File: src/dp_fd_pkg.sv
// constants and carriers for the datapath mode and fast-detect register bank
// assumes a single register clock domain and byte-wide register data
package dp_fd_pkg;
  localparam int           NUM_CHAN      = 4;
  localparam int           ADDR_W        = 12;
  localparam int           DATA_W        = 8;
  localparam int           CH_IDX_W      = 2;
  localparam int           OFF_W         = 10;
  localparam int           SAMPLE_W      = 14;
  localparam int           MAG_W         = 13;
  localparam int           DWELL_W       = 16;
  localparam int           DECIM_CNT_W   = 4;

  localparam logic [9:0]   OFF_APP_SEL   = 10'h200;
  localparam logic [9:0]   OFF_DECIM     = 10'h201;
  localparam logic [9:0]   OFF_OFFSET    = 10'h228;
  localparam logic [9:0]   OFF_FD_CTRL   = 10'h245;
  localparam logic [9:0]   OFF_UP_LO     = 10'h247;
  localparam logic [9:0]   OFF_UP_HI     = 10'h248;
  localparam logic [9:0]   OFF_LOW_LO    = 10'h249;
  localparam logic [9:0]   OFF_LOW_HI    = 10'h24A;
  localparam logic [9:0]   OFF_DWELL_LO  = 10'h24B;
  localparam logic [9:0]   OFF_DWELL_HI  = 10'h24C;
  localparam logic [9:0]   OFF_FD_STATUS = 10'h2F0;

  localparam int           QIGNORE_BIT   = 5;
  localparam int           FD_FORCE_BIT  = 3;
  localparam int           FD_VALUE_BIT  = 2;
  localparam int           FD_EN_BIT     = 0;
  localparam logic [7:0]   APP_SEL_MASK  = 8'h2F;
  localparam logic [7:0]   FD_CTRL_MASK  = 8'h0D;
  localparam logic [7:0]   DECIM_MASK    = 8'h07;

  localparam logic [3:0]   APP_FULL      = 4'h0;
  localparam logic [3:0]   APP_ONE_DDC   = 4'h1;
  localparam logic [3:0]   APP_TWO_DDC   = 4'h2;
  localparam logic [2:0]   DECIM_MAX     = 3'h4;

  localparam logic [7:0]   RST_BYTE      = 8'h00;

  typedef struct packed {
    logic        [7:0]  offsetAdj;
    logic        [7:0]  fdCtrl;
    logic        [12:0] upper;
    logic        [12:0] lower;
    logic        [15:0] dwell;
  } chan_cfg_s;

  typedef struct packed {
    logic signed [13:0] i;
    logic signed [13:0] q;
  } sample_s;

  localparam chan_cfg_s    CHAN_CFG_RST  = '0;
endpackage : dp_fd_pkg

File: src/datapath_mode_fast_detect_regs.sv
// register bank and light datapath: output mode, decimation, offset, fast-detect pins
// assumes samples arrive synchronous to mclk with one common valid for all channels
//
// The implementer's own choice: the plain strobed port.
`timescale 1ns/1ps
module datapath_mode_fast_detect_regs #(
  parameter int NUM_CHAN = dp_fd_pkg::NUM_CHAN
) (
  // clock and reset
  input  wire logic                            mclk,
  input  wire logic                            reset,
  // register port
  input  wire logic [dp_fd_pkg::ADDR_W-1:0]    addr,
  input  wire logic [dp_fd_pkg::DATA_W-1:0]    wrData,
  input  wire logic                            wrStb,
  input  wire logic                            rdStb,
  output logic      [dp_fd_pkg::DATA_W-1:0]    rdData,
  // sample input
  input  wire logic                            sampleValid,
  input  dp_fd_pkg::sample_s                   sampleIn   [NUM_CHAN],
  // sample output
  output logic                                 outValid,
  output logic                                 quadValid,
  output dp_fd_pkg::sample_s                   outSample  [NUM_CHAN],
  // mode outputs
  output logic      [1:0]                      ddcEnable,
  // fast-detect pins
  output logic      [NUM_CHAN-1:0]             overrangeFlagPin
);
  import dp_fd_pkg::*;

  function automatic logic [1:0] ddcMask(input logic [3:0] mode);
    case (mode)
      APP_ONE_DDC: ddcMask = 2'h1;
      APP_TWO_DDC: ddcMask = 2'h3;
      default:     ddcMask = 2'h0;
    endcase
  endfunction : ddcMask

  function automatic logic [3:0] decimLimit(input logic [2:0] code);
    if (code > DECIM_MAX) begin
      decimLimit = 4'h0;
    end else begin
      decimLimit = 4'((5'h01 << code) - 5'h01);
    end
  endfunction : decimLimit

  function automatic logic chanHit(input logic [ADDR_W-1:0] a, input int c);
    chanHit = (a[ADDR_W-1 -: CH_IDX_W] == CH_IDX_W'(c));
  endfunction : chanHit

  function automatic logic [13:0] satAdd(input logic signed [13:0] s,
                                         input logic        [7:0]  o);
    logic signed [14:0] sum;
    sum = 15'(s) + 15'(signed'(o));
    if (sum > 15'sh1FFF) begin
      satAdd = 14'h1FFF;
    end else if (sum < -15'sh2000) begin
      satAdd = 14'h2000;
    end else begin
      satAdd = sum[13:0];
    end
  endfunction : satAdd

  // chip-wide registers
  logic [7:0]             appSel_r;
  logic [7:0]             appSel_nxt;
  logic [7:0]             decim_r;
  logic [7:0]             decim_nxt;
  logic [DECIM_CNT_W-1:0] decimCnt_r;
  logic [DECIM_CNT_W-1:0] decimCnt_nxt;
  logic                   outValid_r;
  logic                   outValid_nxt;
  logic                   quadValid_r;
  logic                   quadValid_nxt;
  logic [1:0]             ddcEnable_r;
  logic [1:0]             ddcEnable_nxt;
  logic [7:0]             rdData_r;
  logic [7:0]             rdData_nxt;
  logic                   decimHit;
  logic                   qIgnore;
  logic [OFF_W-1:0]       offs;

  // per-channel state
  chan_cfg_s              cfg_r      [NUM_CHAN];
  chan_cfg_s              cfg_nxt    [NUM_CHAN];
  logic [NUM_CHAN-1:0]    flag_r;
  logic [NUM_CHAN-1:0]    flag_nxt;
  logic [NUM_CHAN-1:0]    pin_r;
  logic [NUM_CHAN-1:0]    pin_nxt;
  logic [DWELL_W-1:0]     dwell_r    [NUM_CHAN];
  logic [DWELL_W-1:0]     dwell_nxt  [NUM_CHAN];
  logic [MAG_W-1:0]       mag        [NUM_CHAN];
  sample_s                out_r      [NUM_CHAN];
  sample_s                out_nxt    [NUM_CHAN];

  assign offs     = addr[OFF_W-1:0];
  assign qIgnore  = appSel_r[QIGNORE_BIT];
  assign decimHit = sampleValid && (decimCnt_r == '0);

  // chip-wide registers, decimation counter and mode outputs
  always_comb begin
    appSel_nxt    = appSel_r;
    decim_nxt     = decim_r;
    decimCnt_nxt  = decimCnt_r;
    if (wrStb && offs == OFF_APP_SEL) begin
      appSel_nxt = wrData & APP_SEL_MASK;
    end
    if (wrStb && offs == OFF_DECIM) begin
      decim_nxt = wrData & DECIM_MASK;
    end
    // a ratio lowered mid-run wraps at once rather than counting past it
    if (sampleValid) begin
      if (decimCnt_r >= decimLimit(decim_r[2:0])) begin
        decimCnt_nxt = '0;
      end else begin
        decimCnt_nxt = decimCnt_r + 4'h1;
      end
    end
    outValid_nxt  = decimHit;
    quadValid_nxt = decimHit && !qIgnore;
    ddcEnable_nxt = ddcMask(appSel_r[3:0]);
  end

  // read mux; unmapped offsets read zero
  always_comb begin
    rdData_nxt = RST_BYTE;
    if (rdStb) begin
      case (offs)
        OFF_APP_SEL:   rdData_nxt = appSel_r;
        OFF_DECIM:     rdData_nxt = decim_r;
        OFF_OFFSET:    rdData_nxt = cfg_r[addr[ADDR_W-1 -: CH_IDX_W]].offsetAdj;
        OFF_FD_CTRL:   rdData_nxt = cfg_r[addr[ADDR_W-1 -: CH_IDX_W]].fdCtrl;
        OFF_UP_LO:     rdData_nxt = cfg_r[addr[ADDR_W-1 -: CH_IDX_W]].upper[7:0];
        OFF_UP_HI:     rdData_nxt = {3'h0, cfg_r[addr[ADDR_W-1 -: CH_IDX_W]].upper[12:8]};
        OFF_LOW_LO:    rdData_nxt = cfg_r[addr[ADDR_W-1 -: CH_IDX_W]].lower[7:0];
        OFF_LOW_HI:    rdData_nxt = {3'h0, cfg_r[addr[ADDR_W-1 -: CH_IDX_W]].lower[12:8]};
        OFF_DWELL_LO:  rdData_nxt = cfg_r[addr[ADDR_W-1 -: CH_IDX_W]].dwell[7:0];
        OFF_DWELL_HI:  rdData_nxt = cfg_r[addr[ADDR_W-1 -: CH_IDX_W]].dwell[15:8];
        OFF_FD_STATUS: rdData_nxt = 8'(flag_r);
        default:       rdData_nxt = RST_BYTE;
      endcase
    end
  end

  always_ff @(posedge mclk or posedge reset) begin
    if (reset) begin
      appSel_r    <= RST_BYTE;
      decim_r     <= RST_BYTE;
      decimCnt_r  <= '0;
      outValid_r  <= 1'b0;
      quadValid_r <= 1'b0;
      ddcEnable_r <= 2'h0;
      rdData_r    <= RST_BYTE;
    end else begin
      appSel_r    <= appSel_nxt;
      decim_r     <= decim_nxt;
      decimCnt_r  <= decimCnt_nxt;
      outValid_r  <= outValid_nxt;
      quadValid_r <= quadValid_nxt;
      ddcEnable_r <= ddcEnable_nxt;
      rdData_r    <= rdData_nxt;
    end
  end

  genvar c;
  generate
    for (c = 0; c < NUM_CHAN; c++) begin : g_chan
      // abs of a 14-bit sample, top 13 bits form the fine magnitude
      logic [SAMPLE_W-1:0] absVal;
      assign absVal = sampleIn[c].i[SAMPLE_W-1] ? SAMPLE_W'(-sampleIn[c].i)
                                                 : SAMPLE_W'(sampleIn[c].i);
      assign mag[c] = absVal[SAMPLE_W-1:1];

      always_comb begin
        cfg_nxt[c] = cfg_r[c];
        if (wrStb && chanHit(addr, c)) begin
          case (offs)
            OFF_OFFSET:   cfg_nxt[c].offsetAdj  = wrData;
            OFF_FD_CTRL:  cfg_nxt[c].fdCtrl     = wrData & FD_CTRL_MASK;
            OFF_UP_LO:    cfg_nxt[c].upper[7:0] = wrData;
            OFF_UP_HI:    cfg_nxt[c].upper[12:8] = wrData[4:0];
            OFF_LOW_LO:   cfg_nxt[c].lower[7:0] = wrData;
            OFF_LOW_HI:   cfg_nxt[c].lower[12:8] = wrData[4:0];
            OFF_DWELL_LO: cfg_nxt[c].dwell[7:0] = wrData;
            OFF_DWELL_HI: cfg_nxt[c].dwell[15:8] = wrData;
            default:      cfg_nxt[c] = cfg_r[c];
          endcase
        end
      end

      // fast-detect flag with dwell hold-off
      always_comb begin
        flag_nxt[c]  = flag_r[c];
        dwell_nxt[c] = dwell_r[c];
        if (!cfg_r[c].fdCtrl[FD_EN_BIT]) begin
          flag_nxt[c]  = 1'b0;
          dwell_nxt[c] = '0;
        end else if (sampleValid) begin
          if (mag[c] > cfg_r[c].upper) begin
            flag_nxt[c]  = 1'b1;
            dwell_nxt[c] = cfg_r[c].dwell;
          end else if (flag_r[c]) begin
            if (mag[c] >= cfg_r[c].lower) begin
              dwell_nxt[c] = cfg_r[c].dwell;
            end else if (dwell_r[c] == '0) begin
              flag_nxt[c] = 1'b0;
            end else begin
              dwell_nxt[c] = dwell_r[c] - 16'h0001;
            end
          end
        end
        // forcing bypasses detection but leaves its state running
        if (cfg_r[c].fdCtrl[FD_FORCE_BIT]) begin
          pin_nxt[c] = cfg_r[c].fdCtrl[FD_VALUE_BIT];
        end else begin
          pin_nxt[c] = flag_nxt[c];
        end
      end

      // offset applied to I, and to Q unless Q is ignored (then Q is zero), saturating instead of wrapping
      always_comb begin
        out_nxt[c] = out_r[c];
        if (decimHit) begin
          out_nxt[c].i = satAdd(sampleIn[c].i, cfg_r[c].offsetAdj);
          out_nxt[c].q = qIgnore ? 14'h0000
                                 : satAdd(sampleIn[c].q, cfg_r[c].offsetAdj);
        end
      end

      always_ff @(posedge mclk or posedge reset) begin
        if (reset) begin
          cfg_r[c]   <= CHAN_CFG_RST;
          flag_r[c]  <= 1'b0;
          pin_r[c]   <= 1'b0;
          dwell_r[c] <= '0;
          out_r[c]   <= '0;
        end else begin
          cfg_r[c]   <= cfg_nxt[c];
          flag_r[c]  <= flag_nxt[c];
          pin_r[c]   <= pin_nxt[c];
          dwell_r[c] <= dwell_nxt[c];
          out_r[c]   <= out_nxt[c];
        end
      end

      assign outSample[c] = out_r[c];
    end
  endgenerate

  assign rdData           = rdData_r;
  assign outValid         = outValid_r;
  assign quadValid        = quadValid_r;
  assign ddcEnable        = ddcEnable_r;
  assign overrangeFlagPin = pin_r;
endmodule : datapath_mode_fast_detect_regs

File: config.mk
export PLATFORM = sky130hd
export DESIGN_NAME = datapath_mode_fast_detect_regs
export DESIGN_NICKNAME = d
export VERILOG_FILES = /design/src/dp_fd_pkg.sv /design/src/datapath_mode_fast_detect_regs.sv
export SDC_FILE = /design/constraint.sdc
export NUM_CORES = 1
export LEC_CHECK = 0
export BUFFER_PORTS_ARGS = -buffer_cell sky130_fd_sc_hd__buf_4
export CORE_MARGIN = 2
export CORE_UTILIZATION = 35
export CTS_CLUSTER_SIZE = 14
export DETAILED_ROUTE_END_ITERATION = 12
export PLACE_DENSITY = 0.49
export SYNTH_ARGS = -nofsm -noshare
export SYNTH_HDL_FRONTEND = slang
export SYNTH_SLANG_ARGS = --single-unit
File: constraint.sdc
create_clock -name mclk -period 17.55 [get_ports mclk]
set_clock_uncertainty 0.1 [all_clocks]
set_input_delay 3.51 -clock mclk [delete_from_list [all_inputs] [get_ports mclk]]
set_output_delay 3.51 -clock mclk [all_outputs]
set_load 0.02 [all_outputs]
==> results.md <==
Outcome:
- The flow ran to the end, and the final reports show no timing, DRC or antenna violations.

GRT:
- The total congestion overflow after global routing is 0.
- The first global-routing pass estimated 147,000 um of wire.
- For this run, the total global-route usage over all layers was measured as 23.2%.
- The maximum number of pins on one net before global-route repair is 162.
- The via count of the first global-routing pass is 24,011.
- The initial antenna violation count was 2.

Floorplanning:
- The y dimension of the die is 288 um.
- After floorplanning, the core was sized to cover 80,300 um2.
- The boundary pin count is 265.
- The starting density of the core is 35.2%.
- The die is 288 um wide.
- The floorplan has 104 rows.
- The area of the die is 83,100 um2.

Power:
- The power share of the combinational group is 20.1%.
- The overall power is 2.78 mW.
- Power spread over the standard cell area amounts to 84.0 nW/um2.
- The worst-case IR drop observed on VDD is 0.0000701 V.
- Summed over all cells, the static leakage comes to 15.6 nW.
- The sequential fraction of design power is 39.0%.
- Cell internal power was estimated by the tool at 1.92 mW.
- The clock group share of total power is 40.9%.
- Summed over all nets, the switching power comes to 0.860 mW.
- In this run switching power makes up 31.0% of total power.

Placement:
- The congestion estimate from routability-driven global placement came to 0.953.
- The pre-CTS setup slack is 9.27 ns.
- Port buffering added 264 buffers.
- Once detailed placement completed, the half-perimeter wirelength came to 73,500 um.

Clock network:
- The number of buffers added by the clock tree synthesis step is 53.
- Clock latency on the worst-skew pair, taken at its later pin, is 0.63 ns.
- The clock tree synthesis step divided the H-tree into 2 levels.
- The number of buffers added to fix hold violations after cts is 0.
- In this run the clock root is driven by a sky130_fd_sc_hd__clkbuf_16.
- After clock tree synthesis, the clock-pin slew on the worst setup and hold paths is 0.06 ns.
- The number of gates resized after CTS was 0.
- TritonCTS built the clock tree.
- Post-CTS timing repair inserted 0 buffers for setup.
- The clock net in this run drives a total of 420 sinks.
- The clock passes through at most 3 buffers.

Synthesis:
- The cell type contributing the most total cell area after synthesis is sky130_fd_sc_hd__dfrtp_1.
- The average footprint of a synthesized cell is 9.57 um2.
- Sorting the synthesized cells by area gives the leading types as sky130_fd_sc_hd__dfrtp_1 37%, sky130_fd_sc_hd__ha_1 10%, sky130_fd_sc_hd__mux2_2 5.5%.
- The count of unique library cells instantiated by Yosys is 87.
- The total standard cell area after synthesis is 28,300 um2.
- The number of synthesized flops with an enable pin is 0.
- The dominant cell by count in the synthesized netlist is sky130_fd_sc_hd__dfrtp_1.
- The number of nets in the synthesized netlist is 3,332.
- Synthesis handed over a netlist of 2,954 instances.
- The Yosys warning count is 0.
- The async set-reset flop share out of synthesis is 100%.
- Sorting the synthesized cells by how often they occur yields 420 x sky130_fd_sc_hd__dfrtp_1, 302 x sky130_fd_sc_hd__nand2_1, 269 x sky130_fd_sc_hd__o21ai_0.
- Of the synthesized area, sequential elements account for 37.2%.
- The synthesized design devotes to its leading area cell type 37.2% of total area.
- The synthesized design contains 420 register bits.
- The most common flop cell mapped by yosys is sky130_fd_sc_hd__dfrtp_1.

Timing:
- The relative slew slack is 11.3%.
- Based on the critical path, the design can be clocked at up to 0.130 GHz.
- The worst path setup slack after routing is 9.87 ns.
- The worst path uses 43.8% of the clock period.
- For the final routed database, the setup TNS stands at 0 ns.
- After layout, the minimum clock period comes to 7.68 ns.
- The transition at the pin with the smallest max-transition slack is 1.32 ns.
- Setup repair after global routing left no endpoint under its margin.
- The number of max-slew violations in the final report is 0.
- The final number of hold-violating endpoints is 0.
- Hold is met by 0.381 ns.
- The number of setup violations in the final report is 0.

Layout:
- Cells fill 41.2% of the core in the end.
- The count of filler cells inserted in the layout is 7,868.
- In the final layout, the multi-input gates occupy 16,600 um2.
- At the end of the flow, the number of nets in the layout was 3,550.
- The post-route netlist has 18.9% of its cells at a drive strength greater than 1.
- The sequential cell area is 10,500 um2.
- Relative to the synthesized area, the layout overhead comes to 16.9%.

Worst setup path:
- The critical path goes through buf_4, or4_1, or4_1, nor4bb_1, ha_1, a21oi_1, o21ai_0, a2111oi_0, a211oi_1, o21ai_1, a211oi_1, o221a_2.
- The delay contributed by the slowest stage of the critical path is 0.96 ns.
- The setup path with the least slack is of type in2reg.
- The cell type group with the largest total delay on the critical path is compound AO/OA/AOI/OAI gates.
- STA classifies the critical path startpoint as an input pin.
- The largest driver fanout on the critical path is 16.
- The arrival time of the worst setup path is 8.08 ns.
- STA classifies the critical path endpoint as a flop.
- The cell with the biggest individual delay on the critical path is sky130_fd_sc_hd__o21ai_1.
- Counting both buffers and inverters, the worst setup path holds a total of 1.
- Data on the critical path is required at its endpoint by 17.95 ns.

Flow run:
- Across the run, the number of max-cap violations was 0.

Routing:
- Summing over every cut layer, the via total after detailed routing is 24,124.
- The number of DRC violations after detailed-routing iteration 0 is 1,529.
- The count of unresolved DRC violations after routing is 0.
- The average wire per cell in the routed design is 22.9 um.
- The routed wire length is 98,100 um.
- The number of vias per cell is 5.64.
- The remaining antenna violation count is 0.
- The pre-antenna-repair detailed-routing pass consisted of 5 iterations.

Worst hold path:
- In this run the worst hold path is classified as reg2reg.
## area by class of cell
cell class                 instances  area share (%)
clock inverter                    33            1.07
antenna                            2          0.0151
multi-input combinational       2235            50.3
inverter                         182            2.09
tap                             1060            4.01
timing repair buffer             280            6.39
clock buffer                      66            4.34
sequential                       420            31.8
## routing by layer
layer,GRT usage [%],vias up,share of wire (%)
met2,39.3,639,48
met4,7.63,0,3.3
met1,29.7,12013,43
met3,4.64,155,5.6
li1,-,11317,-
met5,0,-,0
## cells in the final DEF (no fill, tap or decap), types with 24 or more instances in the layout
master and n:
sky130_fd_sc_hd__and2_1 25, sky130_fd_sc_hd__nand2b_1 35, sky130_fd_sc_hd__ha_1 233, sky130_fd_sc_hd__nor2b_1 32, sky130_fd_sc_hd__buf_4 278, sky130_fd_sc_hd__mux2_2 139, sky130_fd_sc_hd__inv_1 178, sky130_fd_sc_hd__a211oi_1 28
sky130_fd_sc_hd__a21oi_1 195, sky130_fd_sc_hd__xor2_1 32, sky130_fd_sc_hd__nor3_1 71, sky130_fd_sc_hd__o31ai_1 25, sky130_fd_sc_hd__clkbuf_16 53, sky130_fd_sc_hd__mux4_2 53, sky130_fd_sc_hd__mux2i_1 38, sky130_fd_sc_hd__nor2_1 136
sky130_fd_sc_hd__xnor2_1 96, sky130_fd_sc_hd__a22oi_1 33, sky130_fd_sc_hd__a21o_1 47, sky130_fd_sc_hd__o21ai_0 269, sky130_fd_sc_hd__dfrtp_1 420, sky130_fd_sc_hd__o21a_1 24, sky130_fd_sc_hd__nand3_1 39, sky130_fd_sc_hd__nand2_1 302
## through the flow
step / instances / instance area (um2)
floorplan: 2954 / 28300
global placement: 4176 / 31300
finish: 4278 / 33100
CTS: 4275 / 33000
global route: 4278 / 33100
detailed placement: 4176 / 31300
## cell families after synthesis
kind of cell,share of synthesized area (%)
mux,11.1
fa+ha+maj,11.2
buf+inv,4.10
compound gates,19.2
flops,37.2
xor+xnor,3.97
simple gates,13.3
## power by group through the flow
stage	Clock, mW	Sequential [mW]	Combinational [mW]
after global routing	1.21	1.09	0.609
after CTS	1.16	1.08	0.565
final	1.13	1.08	0.559
after detailed placement	0	1.10	0.562
after floorplan	0	1.17	0.243
after global placement	0	1.10	0.555
## worst paths after layout
path	from	to	slack, ns	depth (start not counted)
max	sampleIn[47]	dwell_r[23]	9.87	12
max reg2reg	cfg_r[173]	outSample[67]	13.71	8
min in group asynchronous	reset	outSample[108]	2.99	2
min reg2reg	outSample[79]	outSample[79]	0.38	2
max in group asynchronous	reset	outSample[16]	12.28	4
min	outSample[79]	outSample[79]	0.38	2
## sequential cells by signal, indices dropped and copies added, names as in the netlist, 3 cells and up
name / cells
appSel_r: 5
cfg_r: 212
decimCnt_r: 4
decim_r: 3
dwell_r: 64
flag_r: 4
outSample: 112
overrangeFlagPin: 4
rdData: 8
## tightest hold or removal path, cell delays in order (launching register included)
cell and delay [ns]:
sky130_fd_sc_hd__dfrtp_1 0.34, sky130_fd_sc_hd__nand2_1 0.05, sky130_fd_sc_hd__o21ai_0 0.06
Note: power is estimated with default switching activity, not from simulation.
